[config.mk]
export PLATFORM = sky130hd
export DESIGN_NAME = hffc_top
export DESIGN_NICKNAME = d
export VERILOG_FILES = /design/src/rtl/hffc_dummy_placeholder_none.sv /design/src/rtl/hffc_pkg.sv /design/src/rtl/hffc_top.sv
export SDC_FILE = /design/constraint.sdc
export NUM_CORES = 2
export LEC_CHECK = 0
export BUFFER_PORTS_ARGS = -buffer_cell sky130_fd_sc_hd__buf_2
export CAP_MARGIN = 15
export CORE_ASPECT_RATIO = 1.4
export CORE_MARGIN = 5
export CORE_UTILIZATION = 60
export CTS_CLUSTER_DIAMETER = 80
export DETAILED_ROUTE_END_ITERATION = 10
export PLACE_DENSITY = 0.77
export SLEW_MARGIN = 40
export SYNTH_ARGS = -nofsm -noshare
export SYNTH_HDL_FRONTEND = slang
export SYNTH_SLANG_ARGS = --single-unit
export TNS_END_PERCENT = 30
[constraint.sdc]
create_clock -name hclk -period 7.7 [get_ports hclk]
set_input_delay 0.77 -clock hclk [delete_from_list [all_inputs] [get_ports hclk]]
set_output_delay 0.77 -clock hclk [all_outputs]
set_load 0.05 [all_outputs]
[src/rtl/hffc_dummy_placeholder_none.sv]
// Intentionally empty compile unit
`timescale 1ns/100ps
`default_nettype none
`default_nettype wire

[src/rtl/hffc_pkg.sv]
// Constants for the frame FIFO host control block
package hffc_pkg;
  localparam int unsigned CLK_HZ        = 50000000;
  localparam int unsigned FIFO_DEPTH    = 64;
  localparam logic [6:0]  FIFO_FULL     = 7'h40;
  localparam logic [6:0]  BLOCK_32      = 7'h20;
  localparam logic [6:0]  BLOCK_16      = 7'h10;
  localparam int unsigned RX_SCAN       = 32;
  // Register byte offsets
  localparam logic [7:0]  ADDR_DATA     = 8'h00;
  localparam logic [7:0]  ADDR_CMD      = 8'h04;
  localparam logic [7:0]  ADDR_CFG      = 8'h08;
  localparam logic [7:0]  ADDR_STATUS   = 8'h0C;
  localparam logic [7:0]  ADDR_IRQ      = 8'h10;
  localparam logic [7:0]  ADDR_MASK     = 8'h14;
  localparam logic [7:0]  ADDR_CNT_LO   = 8'h18;
  localparam logic [7:0]  ADDR_CNT_HI   = 8'h1C;
  // command_reg bits
  localparam int unsigned CMD_RMC       = 7;
  localparam int unsigned CMD_XTF       = 3;
  localparam int unsigned CMD_XME       = 1;
  localparam int unsigned CMD_TX_RESET_CMD      = 0;
  // extended_mode_cfg bits
  localparam int unsigned CFG_TX_BS     = 5;
  localparam logic [7:0]  CFG_RESET     = 8'h00;
  // general_status bits
  localparam int unsigned ST_TX_OVERFLOW_FLAG       = 7;
  localparam int unsigned ST_XFW        = 6;
  // framer_irq_status bits
  localparam int unsigned IRQ_RPF       = 7;
  localparam int unsigned IRQ_RME       = 6;
  localparam int unsigned IRQ_XPR       = 4;
  localparam int unsigned IRQ_XMR       = 3;
  localparam int unsigned IRQ_XDU       = 2;
  localparam logic [7:0]  MASK_RESET    = 8'h00;
  // rx_status_byte bits
  localparam int unsigned RS_VFR        = 7;
  localparam int unsigned RS_RDO        = 6;
  localparam int unsigned RS_CRC        = 5;
  localparam int unsigned RS_RAB        = 4;
  localparam int unsigned RS_TA         = 3;
  // rx_count_high bits
  localparam int unsigned CNT_OV        = 4;
endpackage : hffc_pkg

[src/rtl/hffc_top.sv]
// Frame FIFO host control: receive and transmit 64-byte queues behind AHB-Lite
`timescale 1ns/100ps
`default_nettype none

module hffc_top (
  input  wire logic        hclk,
  input  wire logic        hresetn,
  input  wire logic        hsel,
  input  wire logic [31:0] haddr,
  input  wire logic [1:0]  htrans,
  input  wire logic        hwrite,
  input  wire logic [2:0]  hsize,
  input  wire logic [31:0] hwdata,
  input  wire logic        hready,
  output logic      [31:0] hrdata,
  output logic             hreadyout,
  output logic             hresp,
  input  wire logic        mode_transparent0,
  input  wire logic        rx_byte_valid,
  input  wire logic [7:0]  rx_byte,
  input  wire logic        rx_frame_end,
  input  wire logic        rx_crc_ok,
  input  wire logic        rx_frame_valid,
  input  wire logic        rx_abort_seen,
  input  wire logic        rx_tei_hit,
  output logic             tx_valid,
  output logic      [7:0]  tx_data,
  output logic             tx_first,
  output logic             tx_last,
  output logic             tx_abort,
  input  wire logic        tx_ready,
  input  wire logic        tx_flag_done,
  input  wire logic        tx_collision,
  output logic             irq
);

  function automatic logic [7:0] hffc_find_end(input logic [63:0] marks,
                                               input logic [5:0]  base,
                                               input logic [6:0]  avail);
    logic       found;
    logic [6:0] len;
    logic [5:0] idx;
    found = 1'b0;
    len   = 7'h00;
    for (int i = 0; i < hffc_pkg::RX_SCAN; i++) begin
      idx = base + i[5:0];
      if (!found && (i[6:0] < avail) && marks[idx]) begin
        found = 1'b1;
        len   = i[6:0] + 7'h01;
      end
    end
    return {found, len};
  endfunction : hffc_find_end

  // Bus slave
  logic        wr_pend_reg;
  logic [7:0]  wr_addr_reg;
  logic [7:0]  hrdata_reg;
  logic        hreadyout_reg;
  logic [7:0]  cfg_reg;
  logic [7:0]  mask_reg;
  logic [7:0]  irq_st_reg;
  logic        irq_reg;

  wire         acc_a    = hsel && htrans[1] && hready;
  wire  [7:0]  addr_a   = {haddr[7:2], 2'b00};
  wire         rd_a     = acc_a && !hwrite;
  wire         rx_pop   = rd_a && (addr_a == hffc_pkg::ADDR_DATA);
  wire         st_read  = rd_a && (addr_a == hffc_pkg::ADDR_IRQ);
  wire         cmd_wr   = wr_pend_reg && (wr_addr_reg == hffc_pkg::ADDR_CMD);
  wire         tx_push  = wr_pend_reg && (wr_addr_reg == hffc_pkg::ADDR_DATA);
  wire         rx_message_complete_cmd      = cmd_wr && hwdata[hffc_pkg::CMD_RMC];
  wire         tx_frame_cmd      = cmd_wr && hwdata[hffc_pkg::CMD_XTF];
  wire         tx_frame_end_cmd      = cmd_wr && hwdata[hffc_pkg::CMD_XME];
  wire         tx_reset_cmd     = cmd_wr && hwdata[hffc_pkg::CMD_TX_RESET_CMD];

  // Receive queue
  logic [7:0]  rx_mem [0:hffc_pkg::FIFO_DEPTH-1];
  logic [63:0] rx_mark_reg;
  logic [6:0]  rx_wr_reg;
  logic [6:0]  rx_ind_reg;
  logic [5:0]  rx_rd_reg;
  logic [6:0]  rx_len_reg;
  logic        rx_busy_reg;
  logic        rx_end_reg;
  logic        rx_ovf_reg;
  logic [11:0] rx_cnt_reg;
  logic        rx_cnt_ov_reg;

  wire  [6:0]  rx_fill  = rx_wr_reg - rx_ind_reg;
  wire         rx_space = (rx_fill != hffc_pkg::FIFO_FULL);
  wire  [7:0]  rx_scan  = hffc_find_end(rx_mark_reg, rx_ind_reg[5:0], rx_fill);
  wire         ev_rme   = !rx_busy_reg && rx_scan[7];
  wire         ev_rpf   = !rx_busy_reg && !rx_scan[7] && (rx_fill >= hffc_pkg::BLOCK_32);
  wire  [6:0]  rx_new_len = ev_rme ? rx_scan[6:0] : hffc_pkg::BLOCK_32;
  wire  [12:0] rx_cnt_sum = {1'b0, rx_cnt_reg} + {6'h00, rx_new_len};
  wire  [7:0]  rx_stat_byte = {rx_frame_valid, rx_ovf_reg || (rx_byte_valid && !rx_space),
                               rx_crc_ok, rx_abort_seen,
                               rx_tei_hit && !mode_transparent0, 3'b000};

  // Space is only freed by the complete command, so unread bytes are never overwritten
  always_ff @(posedge hclk) begin
    if (rx_byte_valid && rx_space) begin
      rx_mem[rx_wr_reg[5:0]] <= rx_byte;
    end else if (rx_frame_end && rx_space) begin
      rx_mem[rx_wr_reg[5:0]] <= rx_stat_byte;
    end
  end

  always_ff @(posedge hclk or negedge hresetn) begin
    if (!hresetn) begin
      rx_wr_reg   <= 7'h00;
      rx_mark_reg <= 64'h0000000000000000;
      rx_ovf_reg  <= 1'b0;
    end else if (rx_byte_valid) begin
      if (rx_space) begin
        rx_mark_reg[rx_wr_reg[5:0]] <= 1'b0;
        rx_wr_reg                   <= rx_wr_reg + 7'h01;
      end else begin
        rx_ovf_reg <= 1'b1;
      end
    end else if (rx_frame_end) begin
      rx_ovf_reg <= 1'b0;
      if (rx_space) begin
        rx_mark_reg[rx_wr_reg[5:0]] <= 1'b1;
        rx_wr_reg                   <= rx_wr_reg + 7'h01;
      end
    end
  end

  always_ff @(posedge hclk or negedge hresetn) begin
    if (!hresetn) begin
      rx_ind_reg    <= 7'h00;
      rx_rd_reg     <= 6'h00;
      rx_len_reg    <= 7'h00;
      rx_busy_reg   <= 1'b0;
      rx_end_reg    <= 1'b0;
      rx_cnt_reg    <= 12'h000;
      rx_cnt_ov_reg <= 1'b0;
    end else if (rx_message_complete_cmd && rx_busy_reg) begin
      rx_ind_reg  <= rx_ind_reg + rx_len_reg;
      rx_rd_reg   <= rx_ind_reg[5:0] + rx_len_reg[5:0];
      rx_busy_reg <= 1'b0;
      if (rx_end_reg) begin
        rx_cnt_reg    <= 12'h000;
        rx_cnt_ov_reg <= 1'b0;
      end
    end else begin
      if (rx_pop) begin
        rx_rd_reg <= rx_rd_reg + 6'h01;
      end
      if (ev_rme || ev_rpf) begin
        rx_busy_reg   <= 1'b1;
        rx_len_reg    <= rx_new_len;
        rx_end_reg    <= ev_rme;
        rx_cnt_reg    <= rx_cnt_sum[11:0];
        rx_cnt_ov_reg <= rx_cnt_ov_reg || rx_cnt_sum[12];
      end
    end
  end

  // Transmit queue
  logic [7:0]  tx_mem [0:hffc_pkg::FIFO_DEPTH-1];
  logic [6:0]  tx_wr_reg;
  logic [6:0]  tx_commit_reg;
  logic [6:0]  tx_rd_reg;
  logic [6:0]  tx_fstart_reg;
  logic [6:0]  tx_end_reg;
  logic        tx_end_valid_reg;
  logic [6:0]  tx_blk_reg;
  logic [6:0]  tx_sent_reg;
  logic        tx_bs16_reg;
  logic        tx_tx_overflow_flag_reg;
  logic        tx_lock_reg;
  logic        tx_err_lock_reg;
  logic        tx_xpr_wait_reg;
  logic        tx_in_frame_reg;
  logic        tx_valid_reg;
  logic [7:0]  tx_data_reg;
  logic        tx_first_reg;
  logic        tx_last_reg;
  logic        tx_abort_reg;

  wire  [6:0]  tx_size  = tx_bs16_reg ? hffc_pkg::BLOCK_16 : hffc_pkg::BLOCK_32;
  wire  [6:0]  tx_used  = tx_wr_reg - tx_rd_reg;
  wire  [6:0]  tx_free  = hffc_pkg::FIFO_FULL - tx_used;
  wire         tx_xfw   = !tx_lock_reg && !tx_err_lock_reg && (tx_free >= tx_size);
  wire         tx_take  = !tx_valid_reg || tx_ready;
  wire         tx_have  = (tx_rd_reg != tx_commit_reg);
  wire  [6:0]  tx_rd_inc = tx_rd_reg + 7'h01;
  wire         tx_at_end = tx_end_valid_reg && (tx_rd_inc == tx_end_reg);
  wire         tx_under = tx_in_frame_reg && tx_take && !tx_have;
  wire         tx_late  = tx_in_frame_reg && tx_collision && (tx_sent_reg > tx_size);
  wire         new_bs16 = cfg_reg[hffc_pkg::CFG_TX_BS];
  wire         ev_xdu   = !tx_reset_cmd && tx_under;
  wire         ev_xmr   = !tx_reset_cmd && !tx_under && tx_late;
  wire         ev_xpr   = tx_reset_cmd || (tx_xpr_wait_reg && tx_xfw)
                          || (tx_lock_reg && tx_flag_done);

  always_ff @(posedge hclk) begin
    if (tx_push && !tx_err_lock_reg) begin
      tx_mem[tx_wr_reg[5:0]] <= hwdata[7:0];
    end
  end

  // Only one frame end is tracked; frame commands written while a frame end is pending (until its last byte is loaded into tx_data) are ignored
  always_ff @(posedge hclk or negedge hresetn) begin
    if (!hresetn) begin
      tx_wr_reg <= 7'h00; tx_commit_reg <= 7'h00; tx_rd_reg <= 7'h00;
      tx_fstart_reg <= 7'h00; tx_end_reg <= 7'h00; tx_end_valid_reg <= 1'b0;
      tx_blk_reg <= 7'h00; tx_sent_reg <= 7'h00; tx_bs16_reg <= 1'b0;
      tx_tx_overflow_flag_reg <= 1'b0; tx_lock_reg <= 1'b0; tx_err_lock_reg <= 1'b0;
      tx_xpr_wait_reg <= 1'b0; tx_in_frame_reg <= 1'b0;
      tx_valid_reg <= 1'b0; tx_data_reg <= 8'h00; tx_first_reg <= 1'b0;
      tx_last_reg <= 1'b0; tx_abort_reg <= 1'b0;
    end else if (tx_reset_cmd || tx_under || tx_late) begin
      tx_wr_reg <= 7'h00; tx_commit_reg <= 7'h00; tx_rd_reg <= 7'h00;
      tx_end_valid_reg <= 1'b0; tx_blk_reg <= 7'h00; tx_sent_reg <= 7'h00;
      tx_lock_reg <= 1'b0; tx_xpr_wait_reg <= 1'b0; tx_in_frame_reg <= 1'b0;
      tx_valid_reg <= 1'b0; tx_first_reg <= 1'b0; tx_last_reg <= 1'b0;
      tx_abort_reg <= !tx_reset_cmd;
      tx_err_lock_reg <= !tx_reset_cmd;
      if (tx_reset_cmd) begin
        tx_bs16_reg <= new_bs16;
        tx_tx_overflow_flag_reg <= 1'b0;
      end
    end else begin
      tx_abort_reg <= 1'b0;
      if (st_read && (irq_st_reg[hffc_pkg::IRQ_XDU] || irq_st_reg[hffc_pkg::IRQ_XMR])) begin
        tx_err_lock_reg <= 1'b0;
      end
      if (tx_push && !tx_err_lock_reg) begin
        tx_wr_reg  <= tx_wr_reg + 7'h01;
        tx_blk_reg <= tx_blk_reg + 7'h01;
        if (tx_blk_reg >= tx_size) begin
          tx_tx_overflow_flag_reg <= 1'b1;
        end
      end
      if ((tx_frame_cmd || tx_frame_end_cmd) && !tx_end_valid_reg) begin
        tx_commit_reg <= tx_wr_reg;
        tx_blk_reg    <= 7'h00;
        tx_bs16_reg   <= new_bs16;
        if (tx_frame_end_cmd) begin
          tx_end_reg       <= tx_wr_reg;
          tx_end_valid_reg <= 1'b1;
        end
        if (tx_frame_cmd && tx_frame_end_cmd) begin
          tx_lock_reg <= 1'b1;
        end else begin
          tx_xpr_wait_reg <= 1'b1;
        end
      end else if (tx_xpr_wait_reg && tx_xfw) begin
        tx_xpr_wait_reg <= 1'b0;
      end
      if (tx_lock_reg && tx_flag_done) begin
        tx_lock_reg <= 1'b0;
      end
      if (tx_collision && tx_in_frame_reg) begin
        tx_rd_reg       <= tx_fstart_reg;
        tx_sent_reg     <= 7'h00;
        tx_in_frame_reg <= 1'b0;
        tx_valid_reg    <= 1'b0;
        tx_first_reg    <= 1'b0;
        tx_last_reg     <= 1'b0;
      end else if (tx_take && tx_have) begin
        tx_data_reg     <= tx_mem[tx_rd_reg[5:0]];
        tx_valid_reg    <= 1'b1;
        tx_first_reg    <= !tx_in_frame_reg;
        tx_last_reg     <= tx_at_end;
        tx_rd_reg       <= tx_rd_inc;
        tx_in_frame_reg <= !tx_at_end;
        if (!tx_in_frame_reg) begin
          tx_fstart_reg <= tx_rd_reg;
          tx_sent_reg   <= 7'h01;
        end else if (tx_sent_reg != 7'h7F) begin
          tx_sent_reg <= tx_sent_reg + 7'h01;
        end
        if (tx_at_end) begin
          tx_end_valid_reg <= 1'b0;
        end
      end else if (tx_take) begin
        tx_valid_reg <= 1'b0;
        tx_first_reg <= 1'b0;
        tx_last_reg  <= 1'b0;
      end
    end
  end

  // Register read mux
  wire  [7:0]  status_val = {tx_tx_overflow_flag_reg, tx_xfw, 6'h00};
  wire  [7:0]  cnt_hi_val = {3'b000, rx_cnt_ov_reg, rx_cnt_reg[11:8]};
  wire  [7:0]  rd_val =
      (addr_a == hffc_pkg::ADDR_DATA)   ? rx_mem[rx_rd_reg] :
      (addr_a == hffc_pkg::ADDR_CFG)    ? cfg_reg :
      (addr_a == hffc_pkg::ADDR_STATUS) ? status_val :
      (addr_a == hffc_pkg::ADDR_IRQ)    ? irq_st_reg :
      (addr_a == hffc_pkg::ADDR_MASK)   ? mask_reg :
      (addr_a == hffc_pkg::ADDR_CNT_LO) ? rx_cnt_reg[7:0] :
      (addr_a == hffc_pkg::ADDR_CNT_HI) ? cnt_hi_val : 8'h00;
  wire  [7:0]  ev_set = {ev_rpf, ev_rme, 1'b0, ev_xpr, ev_xmr, ev_xdu, 2'b00};
  wire  [7:0]  ev_clr = st_read ? irq_st_reg : 8'h00;

  always_ff @(posedge hclk or negedge hresetn) begin
    if (!hresetn) begin
      wr_pend_reg   <= 1'b0;
      wr_addr_reg   <= 8'h00;
      hrdata_reg    <= 8'h00;
      hreadyout_reg <= 1'b0;
    end else begin
      hreadyout_reg <= 1'b1;
      wr_pend_reg   <= acc_a && hwrite;
      wr_addr_reg   <= addr_a;
      if (rd_a) begin
        hrdata_reg <= rd_val;
      end
    end
  end

  // Set wins over the read-clear so an event landing on the read is kept
  always_ff @(posedge hclk or negedge hresetn) begin
    if (!hresetn) begin
      cfg_reg    <= hffc_pkg::CFG_RESET;
      mask_reg   <= hffc_pkg::MASK_RESET;
      irq_st_reg <= 8'h00;
      irq_reg    <= 1'b0;
    end else begin
      if (wr_pend_reg && (wr_addr_reg == hffc_pkg::ADDR_CFG)) begin
        cfg_reg <= hwdata[7:0];
      end
      if (wr_pend_reg && (wr_addr_reg == hffc_pkg::ADDR_MASK)) begin
        mask_reg <= hwdata[7:0];
      end
      irq_st_reg <= (irq_st_reg & ~ev_clr) | ev_set;
      irq_reg    <= |(((irq_st_reg & ~ev_clr) | ev_set) & ~mask_reg);
    end
  end

  assign hrdata    = {24'h000000, hrdata_reg};
  assign hreadyout = hreadyout_reg;
  assign hresp     = 1'b0;
  assign tx_valid  = tx_valid_reg;
  assign tx_data   = tx_data_reg;
  assign tx_first  = tx_first_reg;
  assign tx_last   = tx_last_reg;
  assign tx_abort  = tx_abort_reg;
  assign irq       = irq_reg;

endmodule : hffc_top

`default_nettype wire

Yosys cells after proc, flatten, opt, wreduce, memory -nomap -nowiden
Memories as Yosys holds them, arrays and structs flattened. A register that Yosys moved wholly into a read port is not among the register bits. Index checks and enable logic that the tools add are counted.

$add $sub $neg: 43. $lt $le $gt $ge: 70. Equal/unequal tests: 18. Multiplexer cells: 220. Bitwise gates (word level): 13. Reduce and logical (&&, ||, !) cells: 187.

Operators by type and width (number): 2-to-1 mux 7 bit (48); 2-to-1 mux 64 bit (4); less-than comparator 6 x 7 -> 1 bit, second input constant (33); binary-select mux 1 bit (select 6 bit) (32); 2-to-1 mux 1 bit (118); less-than comparator 5 x 7 -> 1 bit, first input constant (16); logical AND 1 bit (103); adder 6 x 5 -> 6 bit, second input constant (16); AND 64 bit (1); 2-to-1 mux 8 bit (8); inverter 64 bit (1); bitwise OR 64 bit (1); less-than comparator 4 x 7 -> 1 bit, first input constant (8); adder 6 x 4 -> 6 bit, second input constant (8); logical NOT 1 bit (46); 2-to-1 mux 12 bit (3); adder 7 x 1 -> 7 bit, second input constant (5); == test 6 x 3 -> 1 bit, second input constant (5); less-than comparator 3 x 7 -> 1 bit, first input constant (4); adder 6 x 3 -> 6 bit, second input constant (4); == test 6 x 2 -> 1 bit, second input constant (3); 2-to-1 mux 6 bit (3); AND 8 bit (2); logical NOT 8 bit (2); 35 further kinds (77).

Bits in registers: 208. RAM bits: 1024. Input port bits: 92. Output and inout bits: 47. Word-level logic and storage cells: 589. Memories kept: 2.

Memory list: rx_mem (words 64, bits a word 8, read ports 1, clocked after Yosys merged registers in 0, wr ports 1, line hffc_top.sv:78) `logic [7:0] rx_mem [0:hffc_pkg::FIFO_DEPTH-1];`; tx_mem (words 64, bits a word 8, read ports 1, clocked after Yosys merged registers in 1, wr ports 1, line hffc_top.sv:163) `logic [7:0] tx_mem [0:hffc_pkg::FIFO_DEPTH-1];`.

Logic depth before layout (Yosys ltp)
Depth in word-level cells: 134. Gate-level depth with buffers: 33.

Worst setup path after synthesis
No wires, ideal clock.

Path type: reg-to-reg. Start: register rx_ind_reg[0]. End: register rx_cnt_ov_reg. Arrival: 6.371 ns. Required time: 7.569 ns. Path slack: 1.198 ns. Stages on the path, launching flop included: 30. Clock period less this slack: 6.502 ns. Cell sequence: dfrtp_1 -> buf_4 -> buf_6 -> buf_4 -> inv_2 -> buf_4 -> ha_1 -> buf_4 -> buf_6 -> clkbuf_1 -> mux2_2 -> mux4_2 -> mux4_2 -> o211a_2 -> a311oi_2 -> nand3b_1 -> nor2_2 -> a31o_2 -> a31oi_1 -> ha_1 -> fa_1 -> a21o_1 -> a21oi_1 -> nor2b_1 -> o21ai_0 -> nand2b_1 -> and3_1 -> and3_1 -> a41oi_1 -> a21oi_1.

Cells in the longest elaborated chain, start to end: 134. Elaborated cells between the ends (all ways): 299. Those cells by class: 33 x add/sub; 33 x order compare; 131 x mux; 102 x reduce/logical.

Ends and longest elaborated chain: from (decl) (line hffc_top.sv:81) `logic [6:0] rx_ind_reg;`; from (signal assigned) (line hffc_top.sv:141) `rx_ind_reg <= rx_ind_reg + rx_len_reg;`; subtractor 7 bit / binary-select mux 1 bit (select 6 bit) (equally long branches) (line hffc_top.sv:90, hffc_top.sv:47); less-than comparator 1 x 7 -> 1 bit / 2-to-1 mux 1 bit (equally long branches) (line hffc_top.sv:47) `if (!found && (i[6:0] < avail) && marks[idx]) begin`; logical AND 1 bit (line hffc_top.sv:47); 2-to-1 mux 1 bit (line hffc_top.sv:47); logical NOT 1 bit (line hffc_top.sv:47); logical AND 1 bit (2 in series) (line hffc_top.sv:47); 2-to-1 mux 1 bit (line hffc_top.sv:47); logical NOT 1 bit (line hffc_top.sv:47); [... 118 more ...]; 2-to-1 mux 1 bit (line hffc_top.sv:47); logical AND 1 bit (line hffc_top.sv:93) `wire ev_rme = !rx_busy_reg && rx_scan[7];`; 2-to-1 mux 7 bit (*) (line hffc_top.sv:95) `wire [6:0] rx_new_len = ev_rme ? rx_scan[6:0] : hffc_pkg::BLOCK_32;`; net rx_new_len[5] (line hffc_top.sv:95); adder 12 x 7 -> 13 bit (*) (line hffc_top.sv:96) `wire [12:0] rx_cnt_sum = {1'b0, rx_cnt_reg} + {6'h00, rx_new_len};`; logical OR 1 bit (*) (line hffc_top.sv:157) `rx_cnt_ov_reg <= rx_cnt_ov_reg || rx_cnt_sum[12];`; 2-to-1 mux 1 bit (*) (line hffc_top.sv:152) `if (ev_rme || ev_rpf) begin`; 2-to-1 mux 1 bit (*) (line hffc_top.sv:140) `end else if (rx_message_complete_cmd && rx_busy_reg) begin`; to (signal assigned) (line hffc_top.sv:157); to (decl) (line hffc_top.sv:88) `logic rx_cnt_ov_reg;`.

Mark *: on every way through the listed nets, which the timed path passes. The rest lies on a longest branch. The select of a mux whose other input is x is not followed. A chain may end at the register's enable or synchronous reset.

Worst setup path in the final report
Start: register rx_ind_reg[0]. End: register rx_cnt_reg[11].

Elaborated cells between the ends (all ways): 298. Those cells by class: 33 x add/sub; 33 x order compare; 131 x mux; 101 x reduce/logical.

RTL lines: subtractor 7 bit / binary-select mux 1 bit (select 6 bit) (equally long branches) (line hffc_top.sv:90, hffc_top.sv:47); less-than comparator 1 x 7 -> 1 bit / 2-to-1 mux 1 bit (equally long branches) (line hffc_top.sv:47); logical AND 1 bit (line hffc_top.sv:47); 2-to-1 mux 1 bit (line hffc_top.sv:47); logical NOT 1 bit (line hffc_top.sv:47); logical AND 1 bit (2 in series) (line hffc_top.sv:47); 2-to-1 mux 1 bit (line hffc_top.sv:47); logical NOT 1 bit (line hffc_top.sv:47); [... 116 more ...]; logical AND 1 bit (2 in series) (line hffc_top.sv:47); 2-to-1 mux 1 bit (line hffc_top.sv:47); logical AND 1 bit (line hffc_top.sv:93); 2-to-1 mux 7 bit (*) (line hffc_top.sv:95); net rx_new_len[5] (line hffc_top.sv:95); adder 12 x 7 -> 13 bit (*) (line hffc_top.sv:96); 2-to-1 mux 12 bit (*) (line hffc_top.sv:152); 2-to-1 mux 12 bit (*) (line hffc_top.sv:140); to (signal assigned) (line hffc_top.sv:156) `rx_cnt_reg <= rx_cnt_sum[11:0];`; to (decl) (line hffc_top.sv:87) `logic [11:0] rx_cnt_reg;`.

Marks and branches as above.

==> results.md <==
- Initial antenna violation count: 4
- Crit-path leading delay family: compound AO/OA/AOI/OAI gates
- Vias in the first global route: roughly 33000
- LEAKAGE: about 0.02 µW
- GR Util All Layers: 28.61%
- H-tree levels: 3
- Die width: 269.8 µm
- Net switching power: around 6400 µW
- Final Hold Fails: 10
- CTS Buffer Depth: 3
- Reg2reg path depth: 24
- 1st-pass router iterations: 8
- PnR Total Power: slightly below 20000 µW
- RR Endpoint: rx_cnt_reg[11]
- I/O pin cnt: 139
- Die H: between 300 and 400 µm
- Syn. warnings: 0
- Synthesized instance count: 3339
- Sequential-to-total area share from yosys stat: 63.70%
- Slew @ Worst Pin: about 0.87 ns
- Max FO, Critical Path: between 70 and 80
- Initial Utilization: roughly 60%
- # hold bufs at CTS: 0
- Final setup fails: 0
- Sequential Power Share: between 40% and 50%
- Origin of the critical flop-to-flop path: rx_ind_reg[0]
- Worst path arrival time: about 7.4 ns
- Number of synthesized register bits: about 1200
- HP Class: input port to asynchronous set/reset pin
- Antenna-violating nets left: 0
- Crit path depth: 24
- Yosys top cell area share: roughly 54%
- Pwr/cell area: 319.5 nW/µm²
- GR Overflow Total: 0
- Worst path max stage delay: about 0.65 ns
- R2r setup slk: between 0.9 and 1 ns
- RSZ-0062 raised after global routing: false
- Crit-path cells: buf_12 > ha_1 > a21oi_1 > xnor2_2 > mux2i_1 > mux4_2 > mux2_2 > a22o_1 > o211a_1 > and4_1 > a31o_2 > a21oi_1 > ha_1 > a21o_1 > a21o_1 > a21o_1 > a21oi_1 > nor2b_1 > o21a_1 > and3_1 > nand3_1 > xnor2_1 > nand2_1 > o21ai_1
- Clock Tree Root: clkbuf_16
- Post-synth EDFFs: approximately 1000
- Clock power frac: 27.7%
- First-pass GRT wire length: 216.4 mm
- Post-synthesis async set-or-reset flop share: roughly 17%
- Top Usage Layer GRT: met2
- Post-CTS Setup Repair Bufs: 0
- Crit path buf inv count: 1
- Total Wirelength: around 140 mm
- Yosys cell types: between 90 and 100
- CTS Buf Count: about 110
- CTS sink cnt: 1239
- Status: finished with violations
- Final max-slew violation count: 0
- Leading area contributor after synthesis: edfxtp_1
- Port bufs: 59
- FMAX: 147.6 MHz
- Switching share of power: 32.27%
- Final nets: ~3500
- CP max-delay cell: xnor2_2
- GR Util met3: about 3.8%
- Top_reg_cell synth: edfxtp_1
- Worst-skew pair later-pin latency: roughly 0.7 ns
- Worst Path Required: 8.34 ns
- Grt met1 use: between 30 and 40%
- Worst Setup End Kind: flop
- Cts repair resizes: 0
- CP Class: flop to flop
- DR WL/cell: 30.75 µm
- Largest net degree at the start of global routing: 104
- Number of remaining DRC errors: 0
- Top cells by area, synth: edfxtp_1 54%, mux4_2 19%, dfrtp_1 9.5%, nor2_1 1.7%, xnor2_1 1.4%
- Final setup TNS: 0 ns
- Clk pin slew, worst setup/hold paths: about 0.070 ns
- Max cap viols: 0
- Failing checks: negative hold slack
- Gpl congestion: 0.9814
- Placed wire-length estimate: approximately 96 mm
- Synth Area per Inst: between 15 and 20 µm²
- Period utilization: ~88%
- Combinational Power Share: between 30% and 40%
- Slew headroom: a little over two fifths
- Clock skew: around 0.032 ns
- CTS tree: done
- Share of layout cells above drive strength 1: 26.75%
- Fin crit period: between 6 and 7 ns
- CORE AREA: about 94000 µm²
- Critical path origin: rx_ind_reg[0]
- Netlist Area Pre-Place: roughly 57000 µm²
- DR iter-0 viols: 3847
- CP Launch Type: flop
- Layout area overhead: 9.625%
- Vias/cell: about 7
- Hold_ws: -0.03083 ns
- Peak VDD IR: between 0.2 and 0.25 mV
- Vias post-DR: 32290
- Die area: 100900 µm²
- Met2 usage: between 50% and 60%
- Rows: about 130
- Pint: between 10000 and 15000 µW
-- Yosys cell counts (26+ instances only) --
library cell     n
edfxtp_1      1024
mux4_2         473
nor2_1         264
dfrtp_1        215
nand2_1        163
a21oi_1        121
clkbuf_1       116
xnor2_1         92
o21ai_0         91
mux2i_1         69
nand3_1         62
ha_1            60
mux2_2          55
inv_1           49
buf_1           40
buf_4           33
o31ai_1         29
xor2_1          28
nand4_1         26
-- worst max-delay path by stage --
stage,to,slack (ns)
after CTS,rx_cnt_reg[11],0.82
after detailed placement,rx_cnt_reg[11],0.84
after floorplan,rx_cnt_ov_reg,1.20
after global routing,rx_cnt_ov_reg,0.57
final,rx_cnt_reg[11],0.93
after global placement,rx_cnt_reg[11],0.91
-- per-layer routing --
layer	wire length, µm	share of wire [%]
met5	14	0.0097
met4	9725	6.7
met3	8552	5.9
met2	77230	53
met1	48890	34
-- power by group through the flow --
stage          clock [µW]  combinational, µW  sequential [µW]
2_1_floorplan           0               4170             8280
3_3_place_gp            0               5590             8460
3_5_place_dp            0               5840             8480
4_1_cts              5550               5920             8350
5_1_grt              5870               6340             8420
6_report             5500               6000             8370
-- logic make-up (layout without fill, tap and decap cells) --
logic type               after synthesis  in the layout  share of synthesized area [%]
flip-flops                          1239           1239                          63.70
AND/OR/NAND/NOR                      642            642                          5.134
multiplexers                         601            601                          21.17
AO/OA/AOI/OAI                        403            403                          4.531
buffers and inverters                266            383                          2.069
XOR/XNOR                             122            122                          1.911
adder cells (fa/ha/maj)               64             64                          1.465
other                                  2             28                        0.01324
-- layout make-up --
| cell class | instances | area, µm² |
|---|---|---|
| inverter | 56 | 210.2 |
| multi-input combinational | 1858 | 19750 |
| timing repair buffer | 126 | 964.7 |
| sequential | 1239 | 36150 |
| antenna | 2 | 5.005 |
| tap | 1215 | 1520 |
| clock buffer | 135 | 2889 |
| clock inverter | 66 | 681.9 |
| fill | 6041 | 31680 |
-- stage by stage --
| step | area, µm² | utilization, % | hold slack [ns] | instances | worst slack [ns] |
|---|---|---|---|---|---|
| 6_report | 62170 | 66.24 | -0.03083 | 4697 | 0.9264 |
| 5_1_grt | 62170 | 66.24 | 0.01800 | 4695 | 0.5723 |
| 4_1_cts | 62020 | 66.08 | 0.1118 | 4691 | 0.8204 |
| 3_5_place_dp | 58440 | 62.27 | 0.4734 | 4490 | 0.8357 |
| 3_3_place_gp | 58250 | 62.06 | 0.4532 | 4487 | 0.9057 |
| 2_1_floorplan | 56800 | - | 0.4418 | 3363 | 1.198 |
-- placed cells by master (no fill, tap or decap), drive strengths merged, types with 10 or more instances in the layout --
master	n
and3	12
nor2b	17
ha	60
nand2b	11
buf	126
nand2	163
o21ai	105
o2111ai	10
mux2	59
clkinv	43
bufinv	12
a21oi	121
nor2	265
clkbuf	135
conb	26
inv	60
a21o	14
nand4	26
dfrtp	215
nand3	62
mux2i	69
a31oi	10
xnor2	94
a211oi	10
and2	10
nor3	24
xor2	28
mux4	473
edfxtp	1024
o21bai	10
o31ai	29
Power figures use the tool's default switching activity.
